[src/core/ird_defs.svh]
// Functional notes
// RULE_01: Bits 17..8 hold enables of lines 49..40.
// RULE_02: Bits 6..0 hold enables of lines 38..32.
// RULE_03: Write one disables line; zero changes nothing. A set request in the same cycle keeps the line enabled instead.
// RULE_04: Read shows enable state, one means enabled.
// RULE_05: Bits 31..18 read zero; bit 7 zero; reset clears.
`ifndef IRD_DEFS_SVH
`define IRD_DEFS_SVH

// Byte address of the disable/status register
`define IRD_DISABLE_OFS 12'h000
// Default register bus address width
`define IRD_ADDR_W 12
// Number of enable bits kept, in register layout
`define IRD_EN_W 18
// Implemented enable positions: 17..8 and 6..0
`define IRD_IMPL_MASK 18'h3ff7f
// Enable state after reset
`define IRD_EN_RESET 18'h00000
// Field positions of the two line groups
`define IRD_HI_MSB 17
`define IRD_HI_LSB 8
`define IRD_LO_MSB 6
`define IRD_LO_LSB 0
// Reset value of the read data register
`define IRD_RDATA_RESET 32'h00000000

`endif

[src/core/ird_pkg.sv]
package ird_pkg;
    // Enable vector in register bit layout, index = line - 32
    typedef logic [17:0] ird_en_t;
    // Bus response codes
    typedef enum logic [1:0] {
        IRD_RESP_OKAY = 2'b00,
        IRD_RESP_SLVERR = 2'b10
    } ird_resp_t;
endpackage

[src/core/ird_en_if.sv]
`timescale 1ns/10ps
// Carries clear and set requests to the enable store and its state back
interface ird_en_if;
    import ird_pkg::*;
    logic clr_valid;   // One-cycle clear request
    ird_en_t clr_mask; // Ones select enables to drop
    ird_en_t set_mask; // Ones select enables to raise
    ird_en_t en_state; // Current enable state
    modport ctrl (output clr_valid, output clr_mask, output set_mask, input en_state);
    modport bank (input clr_valid, input clr_mask, input set_mask, output en_state);
endinterface

[src/core/ird_en_bank.sv]
`timescale 1ns/10ps
`include "ird_defs.svh"
// Per-line enable store shared by the set and disable registers
module ird_en_bank
    import ird_pkg::*;
(
    input wire logic aclk,
    input wire logic aresetn,
    ird_en_if.bank en
);
    ird_en_t en_q; // Enable flip-flops
    ird_en_t en_d; // Next enable state

    // Set wins over a clear that lands in the same cycle
    always_comb begin
        en_d = en_q;
        if (en.clr_valid) begin
            en_d = en_d & ~en.clr_mask; // see RULE_03
        end
        en_d = (en_d | en.set_mask) & `IRD_IMPL_MASK; // see RULE_05
    end

    // Enable register, cleared by reset
    always_ff @(posedge aclk) begin
        if (!aresetn) begin
            en_q <= `IRD_EN_RESET; // see RULE_05
        end else begin
            en_q <= en_d;
        end
    end

    assign en.en_state = en_q;
endmodule

[src/core/ird_disable_top.sv]
`timescale 1ns/10ps
`include "ird_defs.svh"
// Write-one-to-disable register for interrupt lines 32..49 on an AXI4-Lite slave
module ird_disable_top
    import ird_pkg::*;
#(
    parameter int ADDR_W = `IRD_ADDR_W
) (
    input wire logic aclk,
    input wire logic aresetn,
    // Write address channel
    input wire logic [ADDR_W-1:0] s_axi_awaddr,
    input wire logic [2:0] s_axi_awprot,
    input wire logic s_axi_awvalid,
    output logic s_axi_awready,
    // Write data channel
    input wire logic [31:0] s_axi_wdata,
    input wire logic [3:0] s_axi_wstrb,
    input wire logic s_axi_wvalid,
    output logic s_axi_wready,
    // Write response channel
    output logic [1:0] s_axi_bresp,
    output logic s_axi_bvalid,
    input wire logic s_axi_bready,
    // Read address channel
    input wire logic [ADDR_W-1:0] s_axi_araddr,
    input wire logic [2:0] s_axi_arprot,
    input wire logic s_axi_arvalid,
    output logic s_axi_arready,
    // Read data channel
    output logic [31:0] s_axi_rdata,
    output logic [1:0] s_axi_rresp,
    output logic s_axi_rvalid,
    input wire logic s_axi_rready,
    // Set requests from the matching set-enable register, same clock
    input wire logic [17:0] irq_enable_set,
    // Enable per line, index = line - 32
    output logic [17:0] irq_enable
);
    // Address widths the decode can serve, refused at elaboration
    // Below 3 bits there is no word index; above 32 the bus is not AXI4-Lite
    if (ADDR_W < 3 || ADDR_W > 32) begin : g_addr_w_check
        $error("ADDR_W must lie in 3..32");
    end

    localparam logic [ADDR_W-1:0] REG_OFS = ADDR_W'(`IRD_DISABLE_OFS);

    ird_en_if en ();

    logic awready_q; // Write address ready
    logic wready_q; // Write data ready
    logic aw_got_q; // Write address captured
    logic w_got_q; // Write data captured
    logic aw_hit_q; // Captured write address hits the register
    logic [31:0] wdata_q; // Captured write data
    logic [3:0] wstrb_q; // Captured write strobes
    logic bvalid_q; // Write response valid
    ird_resp_t bresp_q; // Write response code
    logic arready_q; // Read address ready
    logic rvalid_q; // Read data valid
    logic [31:0] rdata_q; // Read data register
    ird_resp_t rresp_q; // Read response code
    ird_en_t irq_enable_q; // Registered copy of enables for the output
    logic wr_go; // Both halves of a write are held, no response pending
    logic aw_take; // Write address handshake
    logic w_take; // Write data handshake
    logic ar_take; // Read address handshake

    // Word decode shared by the read and write paths
    function automatic logic addr_hit(input logic [ADDR_W-1:0] addr);
        return addr[ADDR_W-1:2] == REG_OFS[ADDR_W-1:2];
    endfunction

    // Expand byte strobes into a bit mask over the enable field
    function automatic ird_en_t strb_mask(input logic [3:0] strb);
        logic [31:0] m;
        m = {{8{strb[3]}}, {8{strb[2]}}, {8{strb[1]}}, {8{strb[0]}}};
        return m[17:0];
    endfunction

    assign aw_take = s_axi_awvalid && awready_q;
    assign w_take = s_axi_wvalid && wready_q;
    assign ar_take = s_axi_arvalid && arready_q;
    assign wr_go = aw_got_q && w_got_q && !bvalid_q;

    // Clear request to the store, only for a hit on the register
    always_comb begin
        en.clr_valid = wr_go && aw_hit_q;
        // Ones clear, zeros leave lines alone; reserved positions masked
        en.clr_mask = wdata_q[17:0] & strb_mask(wstrb_q) & `IRD_IMPL_MASK; // see RULE_03
        en.set_mask = irq_enable_set & `IRD_IMPL_MASK;
    end

    ird_en_bank u_bank (
        .aclk(aclk),
        .aresetn(aresetn),
        .en(en)
    );

    // Write address capture; ready returns after the response is taken
    always_ff @(posedge aclk) begin
        if (!aresetn) begin
            awready_q <= 1'b1;
            aw_got_q <= 1'b0;
            aw_hit_q <= 1'b0;
        end else if (aw_take) begin
            // Hold the address until the write completes
            awready_q <= 1'b0;
            aw_got_q <= 1'b1;
            aw_hit_q <= addr_hit(s_axi_awaddr);
        end else if (bvalid_q && s_axi_bready) begin
            // Response taken, open for the next write
            awready_q <= 1'b1;
            aw_got_q <= 1'b0;
        end
    end

    // Write data capture, independent of the address channel
    always_ff @(posedge aclk) begin
        if (!aresetn) begin
            wready_q <= 1'b1;
            w_got_q <= 1'b0;
            wdata_q <= `IRD_RDATA_RESET;
            wstrb_q <= 4'h0;
        end else if (w_take) begin
            // Hold the data until the write completes
            wready_q <= 1'b0;
            w_got_q <= 1'b1;
            wdata_q <= s_axi_wdata;
            wstrb_q <= s_axi_wstrb;
        end else if (bvalid_q && s_axi_bready) begin
            // Response taken, open for the next write
            wready_q <= 1'b1;
            w_got_q <= 1'b0;
        end
    end

    // Write response, raised in the cycle the clear is applied
    always_ff @(posedge aclk) begin
        if (!aresetn) begin
            bvalid_q <= 1'b0;
            bresp_q <= IRD_RESP_OKAY;
        end else if (wr_go) begin
            // Unmapped word answers with a slave error and changes nothing
            bvalid_q <= 1'b1;
            bresp_q <= aw_hit_q ? IRD_RESP_OKAY : IRD_RESP_SLVERR;
        end else if (bvalid_q && s_axi_bready) begin
            bvalid_q <= 1'b0;
        end
    end

    // Read channel: one read at a time, data one cycle after the address
    always_ff @(posedge aclk) begin
        if (!aresetn) begin
            arready_q <= 1'b1;
            rvalid_q <= 1'b0;
            rdata_q <= `IRD_RDATA_RESET;
            rresp_q <= IRD_RESP_OKAY;
        end else if (ar_take) begin
            arready_q <= 1'b0;
            rvalid_q <= 1'b1;
            if (addr_hit(s_axi_araddr)) begin
                // Current enables; upper bits and bit 7 read zero
                rdata_q <= {14'h0000, en.en_state & `IRD_IMPL_MASK}; // see RULE_01 RULE_02 RULE_04 RULE_05
                rresp_q <= IRD_RESP_OKAY;
            end else begin
                // Unmapped word reads zero with a slave error
                rdata_q <= `IRD_RDATA_RESET;
                rresp_q <= IRD_RESP_SLVERR;
            end
        end else if (rvalid_q && s_axi_rready) begin
            rvalid_q <= 1'b0;
            arready_q <= 1'b1;
        end
    end

    // Registered enable output, one cycle behind the store
    always_ff @(posedge aclk) begin
        if (!aresetn) begin
            irq_enable_q <= `IRD_EN_RESET; // see RULE_05
        end else begin
            irq_enable_q <= en.en_state;
        end
    end

    assign s_axi_awready = awready_q;
    assign s_axi_wready = wready_q;
    assign s_axi_bvalid = bvalid_q;
    assign s_axi_bresp = bresp_q;
    assign s_axi_arready = arready_q;
    assign s_axi_rvalid = rvalid_q;
    assign s_axi_rdata = rdata_q;
    assign s_axi_rresp = rresp_q;
    assign irq_enable = irq_enable_q;
endmodule

[config.mk]
export PLATFORM = sky130hd
export DESIGN_NAME = ird_disable_top
export DESIGN_NICKNAME = d
export VERILOG_FILES = /design/src/core/ird_pkg.sv /design/src/core/ird_en_if.sv /design/src/core/ird_en_bank.sv /design/src/core/ird_disable_top.sv
export VERILOG_INCLUDE_DIRS = /design/src /design/src/core
export SDC_FILE = /design/constraint.sdc
export NUM_CORES = 1
export LEC_CHECK = 0
export ABC_AREA = 1
export BUFFER_PORTS_ARGS = -buffer_cell sky130_fd_sc_hd__buf_2
export CAP_MARGIN = 20
export CORE_AREA = 2 2 96 98
export DETAILED_ROUTE_END_ITERATION = 16
export DIE_AREA = 0 0 98 100
export PLACE_DENSITY = 0.68
export SYNTH_ARGS = -nofsm -noshare
export SYNTH_HDL_FRONTEND = slang
export SYNTH_SLANG_ARGS = --single-unit
[constraint.sdc]
create_clock -name aclk -period 1.48 [get_ports aclk]
set_input_delay 0.148 -clock aclk [delete_from_list [all_inputs] [get_ports aclk]]
set_output_delay 0.148 -clock aclk [all_outputs]
set_load 0.01 [all_outputs]
==> qor.csv, run 1 <==
metric,value,unit
synthArstFlopShare,0,
drv_cap,0,
drc_errors,0,
synth_top_area_share,0.5452,
grt_pass1_vias,2324,
synth_commonest_cells,"nand2_1 (85), dfxtp_1 (81), nor2_1 (70)",
p_leak,2.075,nW
finalCoreUtilization,0.4410,
yosysMostFrequentCell,nand2_1,
postRouteWirelength,6641,um
synth.avg_cell_area,8.171,um2
grt_pass1_wl,10560,um
p_clk_frac,0.375,
grt.overflow.total,0,
cts_buffer_depth,2,
worstPathCellList,nand2_1 > nor3b_4 > buf_4 > nand3_1 > nand2_1 > nand2_1,
path_common_cell,nand2_1,
antenna_cells,0,
routed_wire_length_per_instance,11.07,um
grt.total_usage,0.1349,
cp_max_fo,18,
area_growth,31.80,%
yosys.area.top_type,dfxtp_1,
ioPinCount,150,
netSwitchingFraction,0.2525,
dp_cells,568,
antenna_found_initial,0,
via_per_inst,4.258,
ant_nets,0,
p_sw,1.204,mW
sequentialPowerShare,0.508,
arrival,1.47,ns
required,1.73,ns
grt_max_degree,30,
pwr-share-comb,0.117,
ys_ff_latch,81,
nFillCells,889,
seq_area_frac_synth,0.5452,
multi_input_area,1105,um2
critPathSlowestCell,dfxtp_1,
firstDrtPassIters,6,
final_nets,575,
cts_root_buf,clkbuf_8,
insertion_delay,0.34,ns
dp_hpwl,4801,um
setup_viol,0,
ir_worst_vdd,0.0005140,V
drt-initial-drc-count,65,
die_x,98,um
slew_violations,0,
initial_core_util,0.3346,
fp-row-count,35,
tritoncts,built,
rsz0062_at_grt,false,
period_share,0.8249,
hold_path.class,in2reg,
dieArea,9800,um2
via_count,2555,
synthCells,364,
fin_setup_tns,0,ns
yosysWarningCount,0,
synth-main-ff-cell,dfxtp_1,
skew,0.007066,ns
slowest_delay,0.33,ns
cts.reportedPaths.clkPinSlew,0.09,ns
internal_power,3.565,mW
start_kind,register,
drive_above_1_share,0.2638,
htree_num_levels,3,
cts.sinks,81,
ff_latch_area,1622,um2
worstSetupPathType,reg2reg,
synth-edff-count,0,
ys_types,17,
hold_viol,0,
end_kind,register,
port-buffer-count,104,
final_cells,600,
min_period,1.221,ns
max_freq,819.1,MHz
die_h,100,um
postCtsSetupBuffers,0,
place_congestion,0.7588,
yosys-top-cells-area,"dfxtp_1 (55%), nand2_1 (11%), nor2_1 (8.8%)",
core,8890,um2
power_density,1216,nW/um2
status,"complete, no violations",
power,4.768,mW
cts_made_buffers,9,
synth_area,2974,um2
==> cell usage in the layout (no fill, tap or decap), types with 2 or more instances in the layout <==
cell	Yosys	final
bufinv_16	0	2
inv_1	22	22
nand2_1	85	85
buf_2	6	104
clkbuf_8	0	9
o21ai_0	24	24
buf_4	18	6
mux2i_1	17	17
nor2_1	70	70
dlygate4sd3_1	0	16
a21oi_1	6	6
dfxtp_1	81	81
clkinv_4	0	2
conb_1	1	18
nand3_1	19	19
==> critical path, delay by kind of cell (launching register included) <==
kind	cells	cell delay [ns]
buffers and inverters	1	0.24
AND/OR/NAND/NOR	5	0.55
flip-flops	1	0.33
==> logic make-up after synthesis <==
| logic type | after synthesis | synth area share |
|---|---|---|
| buf+inv | 57 | 0.1048 |
| compound gates | 31 | 0.05301 |
| simple gates | 177 | 0.2385 |
| other cells | 1 | 0.001261 |
| flops | 81 | 0.5452 |
| mux | 17 | 0.05721 |
==> final cells by class <==
type,count,share of cell area
Sequential cell,81,0.4137
Multi-Input combinational cell,243,0.2818
Timing Repair Buffer,127,0.1902
Tap cell,111,0.03543
Clock buffer,9,0.03160
Clock inverter,7,0.02617
Inverter,22,0.02107
==> layer usage <==
| layer | global-route usage | routed length [um] |
|---|---|---|
| met4 | 0.05556 | 175 |
| met5 | 0 | 0 |
| met1 | 0.1712 | 2988 |
| met2 | 0.2150 | 3083 |
| met3 | 0.04109 | 394 |
==> state kept, by name, summed over array words and instances (netlist names) <==
register            flops
s_axi_arready           1
wdata_q                17
s_axi_rdata            17
s_axi_rresp             1
u_bank.en.en_state     17
aw_got_q                1
s_axi_wready            1
s_axi_awready           1
irq_enable             17
s_axi_bvalid            1
s_axi_rvalid            1
aw_hit_q                1
s_axi_bresp             1
w_got_q                 1
wstrb_q                 3
==> stage by stage <==
step                area (um2)  setup slack (ns)  hold WS, ns
floorplan                 3038            0.3438       0.2540
detailed placement        3533            0.2577       0.3423
global placement          3533            0.2807       0.3384
finish                    3920            0.2592    0.0006735
global route              3920            0.1185     0.005675
CTS                       3910            0.2482     0.002809
==> what timing repair did <==
action                                 in CTS  in global routing
endpoints found under the hold margin      15                  1
gates resized for setup                     0                  0
hold buffers                               15                  1
==> final timing paths <==
check	from	slack (ns)	cells after the start	to
setup reg to reg	aw_got_q$_SDFFE_PN0P_	0.26	6	u_bank.en.en_state[8]$_SDFF_PN0_
hold / removal	irq_enable_set[0]	0.0007	3	u_bank.en.en_state[0]$_SDFF_PN0_
setup / recovery	aw_got_q$_SDFFE_PN0P_	0.26	6	u_bank.en.en_state[8]$_SDFF_PN0_
hold reg to reg	u_bank.en.en_state[2]$_SDFF_PN0_	0.45	2	irq_enable[2]$_SDFF_PN0_
==> power by group through the flow <==
| stage | logic, mW | clock network [mW] | registers, mW |
|---|---|---|---|
| after floorplan | 0.333 | 0 | 2.48 |
| after global placement | 0.514 | 0 | 2.47 |
| after detailed placement | 0.526 | 0 | 2.48 |
| after CTS | 0.559 | 1.83 | 2.42 |
| after global routing | 0.630 | 1.93 | 2.44 |
| final | 0.556 | 1.79 | 2.42 |
No activity file was read; power rests on OpenSTA's default activity.
==> inputs of run 2 (changes only) <==
--- a/config.mk
+++ b/config.mk
@@ -6,13 +6,13 @@
 export SDC_FILE = /design/constraint.sdc
 export NUM_CORES = 1
 export LEC_CHECK = 0
-export ABC_AREA = 1
+export ABC_AREA = 0
 export BUFFER_PORTS_ARGS = -buffer_cell sky130_fd_sc_hd__buf_2
 export CAP_MARGIN = 20
-export CORE_AREA = 2 2 96 98
+export CORE_AREA = 2 2 94 96
 export DETAILED_ROUTE_END_ITERATION = 16
-export DIE_AREA = 0 0 98 100
-export PLACE_DENSITY = 0.68
+export DIE_AREA = 0 0 96 98
+export PLACE_DENSITY = 0.69
 export SYNTH_ARGS = -nofsm -noshare
 export SYNTH_HDL_FRONTEND = slang
 export SYNTH_SLANG_ARGS = --single-unit
==> constraint.sdc (replaced) <==
create_clock -name aclk -period 1.2 [get_ports aclk]
set_input_delay 0.12 -clock aclk [delete_from_list [all_inputs] [get_ports aclk]]
set_output_delay 0.12 -clock aclk [all_outputs]
set_load 0.01 [all_outputs]
==> run 2 against run 1 <==
Net effect:
- the run now ends with negative setup slack left
- flip-flop and latch count stayed put
- maximum frequency is 17% lower
- utilization is 0.45 points higher
- synthesized cell count is 13% lower
- non-clock buffer count is 8 lower
- routed wire length is 0.30% higher
- cell count is 9.3% lower
- sequential power is 20% higher
- largest cell class unchanged
==> qor.csv, run 2 <==
metric,value,unit,change
nFillCells,850,,-4.4%
power,5.512,mW,+16%
drt-initial-drc-count,53,,-18%
hold_path.class,in2reg,,
fin_ws,-0.2770,ns,-0.5362 ns
slew_violations,0,,unchanged
seq_area_frac_synth,0.5645,,+0.01923
sequentialPowerShare,0.526,,+0.018
cp_max_fo,17,,-1
port-buffer-count,104,,unchanged
drc_errors,0,,unchanged
synth-edff-count,0,,unchanged
setup_viol,17,,+17
cts_buffer_depth,2,,unchanged
synth.avg_cell_area,9.034,um2,+11%
cts_made_buffers,9,,unchanged
die_h,98,um,-2.0%
arrival,1.76,ns,+0.29 ns
yosysWarningCount,0,,unchanged
final_cells,544,,-9.3%
p_clk_frac,0.386,,+0.011
rsz0062_at_grt,true,,
dp_cells,521,,-8.3%
insertion_delay,0.34,ns,about the same
htree_num_levels,3,,unchanged
drive_above_1_share,0.3096,,+0.04583
ir_worst_vdd,0.0006317,V,+23%
final_nets,522,,-9.2%
grt_max_degree,42,,+40%
synth_area,2873,um2,-3.4%
firstDrtPassIters,4,,-2
postRouteWirelength,6661,um,+0.30%
violations,negative setup slack,,
core,8466,um2,-4.8%
antenna_found_initial,0,,unchanged
placed_area,3482,um2,-1.5%
ioPinCount,150,,unchanged
netSwitchingFraction,0.2349,,-0.01760
hold_viol,0,,unchanged
via_count,2424,,-5.1%
drv_cap,0,,unchanged
grt_pass1_vias,2344,,+0.86%
end_kind,register,,
fin_area,3771,um2,-3.8%
internal_power,4.218,mW,+18%
initial_core_util,0.3393,,+0.004791
relSlewSlack,0.5315,,
yosys.area.top_type,dfxtp_1,,
ys_types,25,,+8
cts.sinks,81,,unchanged
max_freq,677.0,MHz,-17%
status,"finished, violations left",,
final_common_cell,buf_2,,
tightest_slew,0.7019,ns,
dieArea,9408,um2,-4.0%
routed_wire_length_per_instance,12.24,um,+11%
grt.total_usage,0.1469,,+0.01198
period_share,1.231,,+0.4060
yosys-top-cells-area,"dfxtp_1 (56%), nand2_1 (8.2%), a21oi_1 (7.1%)",,
power_density,1462,nW/um2,+20%
grt.overflow.total,0,,unchanged
synth_top_area_share,0.5645,,+0.01923
synth_commonest_cells,"dfxtp_1 (81), nand2_1 (63), a21oi_1 (41)",,
p_sw,1.295,mW,+7.5%
layout_common_cells,"buf_2 (104), dfxtp_1 (79), nand2_1 (63)",,
synthCells,318,,-13%
area_growth,31.27,%,
dp_slack,-0.4445,ns,-0.7022 ns
ant_nets,0,,unchanged
hold_slack,0.01638,ns,+0.01571 ns
cts.reportedPaths.clkPinSlew,0.08,ns,about the same
via_per_inst,4.456,,+4.6%
worstSetupPathType,reg2reg,,
die_x,96,um,-2.0%
fp-row-count,34,,-2.9%
tritoncts,built,,
p_leak,1.730,nW,-17%
place_congestion,0.7445,,-1.9%
cts_root_buf,clkbuf_8,,
synth-main-ff-cell,dfxtp_1,,
pwr-share-comb,0.089,,-0.028
ys_ff_latch,81,,unchanged
start_kind,register,,
skew,0.008661,ns,+0.001595 ns
required,1.49,ns,-0.24 ns
yosysMostFrequentCell,dfxtp_1,,
synthArstFlopShare,0,,unchanged
dp_hpwl,4932,um,+2.7%
grt_pass1_wl,10830,um,+2.5%
min_period,1.477,ns,+0.2562 ns
antenna_cells,0,,unchanged
-- run 2: cell types whose count changed after synthesis, moves of 5 or more --
cell,before,now
and2_1,0,21
nor2_1,70,23
buf_2,6,0
a22o_1,0,17
a21oi_1,6,41
inv_1,22,1
mux2i_1,17,0
nand2_1,85,63
clkbuf_1,8,13
nand3_1,19,1
-- run 2: area by class of cell --
cell class                 instances  area (um2)  area share
tap                              108       135.1     0.03583
timing repair buffer             119       685.7      0.1818
sequential                        81        1624      0.4307
clock inverter                     7       95.09     0.02522
clock buffer                       9       123.9     0.03285
multi-input combinational        218        1100      0.2916
inverter                           2       7.507    0.001991
-- run 2: metrics by stage --
step / TNS [ns] / utilization
floorplan: -5.816 / -
global placement: -6.699 / 0.4113
detailed placement: -7.208 / 0.4113
CTS: -5.187 / 0.4446
global route: -5.398 / 0.4455
finish: -4.511 / 0.4455
-- run 2: power by group through the flow --
stage | Clock (mW) | Sequential, mW | Combinational [mW]
global route | 2.28 | 2.92 | 0.556
global placement | 0 | 2.96 | 0.464
detailed placement | 0 | 2.96 | 0.476
floorplan | 0 | 2.96 | 0.279
finish | 2.13 | 2.90 | 0.489
CTS | 2.19 | 2.90 | 0.494
-- run 2: repair_timing --
item | in CTS | in global routing
endpoints found under the setup margin | 17 | 19
hold buffers | 6 | 0
pin swaps | 1 | 1
setup buffers | 0 | 1
hold endpoints to repair | 6 | 0
gates resized for setup | 1 | 0
cloned | 0 | 0
-- run 2: kinds of logic after synthesis --
kind of cell | share of synthesized area
AOI/OAI and AO/OA | 0.1642
buffers and inverters | 0.07578
DFF | 0.5645
other | 0.001305
and+or+nand+nor | 0.1943
-- run 2: worst max-delay path, cell delays in order (launching register included) --
cell	delay, ns
dfxtp_2	0.34
or4bb_4	0.48
nor4_4	0.28
buf_12	0.18
a22o_1	0.13
-- run 2: routing by layer --
layer	global-route usage	share of wire	up-vias
met5	0	0	-
met4	0.07033	0.020	0
met3	0.02778	0.056	12
met2	0.2436	0.50	70
met1	0.1806	0.43	1089
li1	-	-	1253
-- run 2: final timing paths --
kind,from,to,slack [ns],cells after the start
max,s_axi_arready$_SDFFE_PN1P_,s_axi_rdata[0]$_SDFFE_PN0P_,-0.28,4
min,s_axi_wdata[0],wdata_q[0]$_SDFFE_PN0P_,0.02,3
min reg2reg,wdata_q[12]$_SDFFE_PN0P_,wdata_q[12]$_SDFFE_PN0P_,0.46,2
max reg2reg,s_axi_arready$_SDFFE_PN1P_,s_axi_rdata[0]$_SDFFE_PN0P_,-0.28,4
==> inputs of run 3 (changes only) <==
==> constraint.sdc (replaced) <==
create_clock -name aclk -period 1.8 [get_ports aclk]
set_input_delay 0.18 -clock aclk [delete_from_list [all_inputs] [get_ports aclk]]
set_output_delay 0.18 -clock aclk [all_outputs]
set_load 0.01 [all_outputs]
==> run 3 against run 2 <==
Net effect:
- the flow now finishes without violations
- critical path depth is the same
- combinational power fell by 38%
- utilization is 1.3 points lower
- maximum frequency fell by 4.1%
==> qor.csv, run 3 (same netlist as run 2, synthesis figures left out) <==
metric,value,unit,change
status,"complete, no violations",,
reg2reg_slack,0.26,ns,+0.54 ns
dp_slack,0.08083,ns,+0.5253 ns
final_common_cell,buf_2,,
grt_max_degree,42,,unchanged
worstSetupPathType,reg2reg,,
worstPathCellList,or4bb_4 > nor4_4 > buf_4 > a22o_1,,
path_buf_inv,1,,unchanged
cts.sinks,81,,unchanged
hold_viol,0,,unchanged
netSwitchingFraction,0.2218,,-0.01305
fin_ws,0.2591,ns,+0.5361 ns
slowest_delay,0.49,ns,about the same
path_delay_family,simple AND/OR/NAND/NOR gates,,
drt-initial-drc-count,63,,+19%
r2r_cells,4,,unchanged
via_per_inst,4.495,,+0.89%
layout_common_cells,"buf_2 (104), dfxtp_1 (81), nand2_1 (63)",,
postCtsSetupBuffers,0,,unchanged
setup_viol,0,,-17
internal_power,2.935,mW,-30%
routed_wire_length_per_instance,12.20,um,-0.39%
drive_above_1_share,0.2974,,-0.01221
start_kind,register,,
whs_path_depth,3,,unchanged
die_x,96,um,unchanged
hold_path_end,wdata_q[1]$_SDFFE_PN0P_,,
post_cts_resized,0,,-1
pwr-share-comb,0.080,,-0.009
max_freq,649.0,MHz,-4.1%
port-buffer-count,104,,unchanged
via_count,2405,,-0.78%
grt.overflow.total,0,,unchanged
fin_setup_tns,0,ns,+4.511 ns
tightest_slew,0.6757,ns,-0.02627 ns
cp_max_fo,17,,unchanged
postRouteWirelength,6525,um,-2.0%
worstHoldStart,s_axi_wdata[1],,
dieArea,9408,um2,unchanged
period_share,0.8560,,-0.3748
tritoncts,built,,
relSlewSlack,0.5485,,+0.01693
p_sw,0.8366,mW,-35%
grt.total_usage,0.1442,,-0.002711
final_nets,513,,-1.7%
required,2.09,ns,+0.60 ns
grt_pass1_wl,10500,um,-3.0%
ant_nets,0,,unchanged
p_leak,1.690,nW,-2.4%
arrival,1.83,ns,+0.07 ns
timing.rr.end,s_axi_rdata[12]$_SDFFE_PN0P_,,
core,8466,um2,unchanged
cts_root_buf,clkbuf_8,,
sequentialPowerShare,0.512,,-0.014
drc_errors,0,,unchanged
grt_pass1_vias,2277,,-2.9%
htree_num_levels,3,,unchanged
die_h,98,um,unchanged
hold_slack,0.06370,ns,+0.04732 ns
antenna_found_initial,0,,unchanged
fp-row-count,34,,unchanged
cts_buffer_depth,2,,unchanged
cts.reportedPaths.clkPinSlew,0.08,ns,about the same
insertion_delay,0.35,ns,about the same
p_clk_frac,0.408,,+0.022
power_density,1030,nW/um2,-30%
hold_buffers,0,,-6
min_period,1.541,ns,+0.06385 ns
initial_core_util,0.3393,,unchanged
rsz0062_at_grt,false,,
fin_area,3662,um2,-2.9%
critPathSlowestCell,or4bb_4,,
cts_made_buffers,9,,unchanged
dp_hpwl,4873,um,-1.2%
place_congestion,0.8485,,+14%
firstDrtPassIters,4,,unchanged
end_kind,register,,
r2r-start,s_axi_arready$_SDFFE_PN1P_,,
final_cells,535,,-1.7%
ioPinCount,150,,unchanged
dp_cells,518,,-0.58%
drv_cap,0,,unchanged
hold_path.class,in2reg,,
area_growth,27.48,%,
skew,0.007084,ns,-0.001577 ns
ir_worst_vdd,0.0003395,V,-46%
antenna_cells,0,,unchanged
placed_area,3420,um2,-1.8%
slew_violations,0,,unchanged
-- run 3: final cells by class --
type                    count  area [um2]
fillers                   850        4803
flip-flops and latches     81        1622
multi-input cells         218        1097
repair buffers            110       565.5
well taps                 108       135.1
clock buffers              11       131.4
clock inverters             5       103.9
inverters                   2       7.507
-- run 3: worst max path at each step --
| stage | startpoint | to | slack [ns] | cells past startpoint |
|---|---|---|---|---|
| after global routing | s_axi_arready$_SDFFE_PN1P_ | s_axi_rdata[12]$_SDFFE_PN0P_ | 0.19 | 4 |
| after floorplan | s_axi_arready$_SDFFE_PN1P_ | s_axi_rdata[10]$_SDFFE_PN0P_ | 0.21 | 4 |
| final | s_axi_arready$_SDFFE_PN1P_ | s_axi_rdata[12]$_SDFFE_PN0P_ | 0.26 | 4 |
| after global placement | s_axi_arready$_SDFFE_PN1P_ | s_axi_rdata[1]$_SDFFE_PN0P_ | 0.10 | 3 |
| after detailed placement | s_axi_arready$_SDFFE_PN1P_ | s_axi_rdata[12]$_SDFFE_PN0P_ | 0.08 | 3 |
| after CTS | s_axi_arready$_SDFFE_PN1P_ | s_axi_rdata[12]$_SDFFE_PN0P_ | 0.06 | 3 |
-- run 3: layer usage --
layer,part of all wire,wire (um),up-vias,global-route usage
met2,0.46,3019,75,0.2276
li1,-,-,1232,-
met1,0.46,2996,1084,0.1810
met3,0.051,330,14,0.03164
met4,0.027,179,0,0.07802
met5,0,0,-,0
-- run 3: worst reg2reg max path, stage by stage (launching register included) --
cell	delay, ns
dfxtp_1	0.36
or4bb_4	0.49
nor4_4	0.22
buf_4	0.26
a22o_1	0.16
-- run 3: power groups by stage --
stage	Combinational, mW	Sequential [mW]	Clock (mW)
finish	0.302	1.93	1.54
CTS	0.302	1.93	1.58
floorplan	0.186	1.97	0
global placement	0.295	1.97	0
global route	0.340	1.95	1.66
detailed placement	0.301	1.98	0
-- run 3: stage by stage --
| step | power [mW] | utilization |
|---|---|---|
| 3_3_place_gp | 2.266 | 0.4039 |
| 5_1_grt | 3.944 | 0.4326 |
| 3_5_place_dp | 2.276 | 0.4039 |
| 6_report | 3.771 | 0.4326 |
| 2_1_floorplan | 2.159 | - |
| 4_1_cts | 3.813 | 0.4317 |
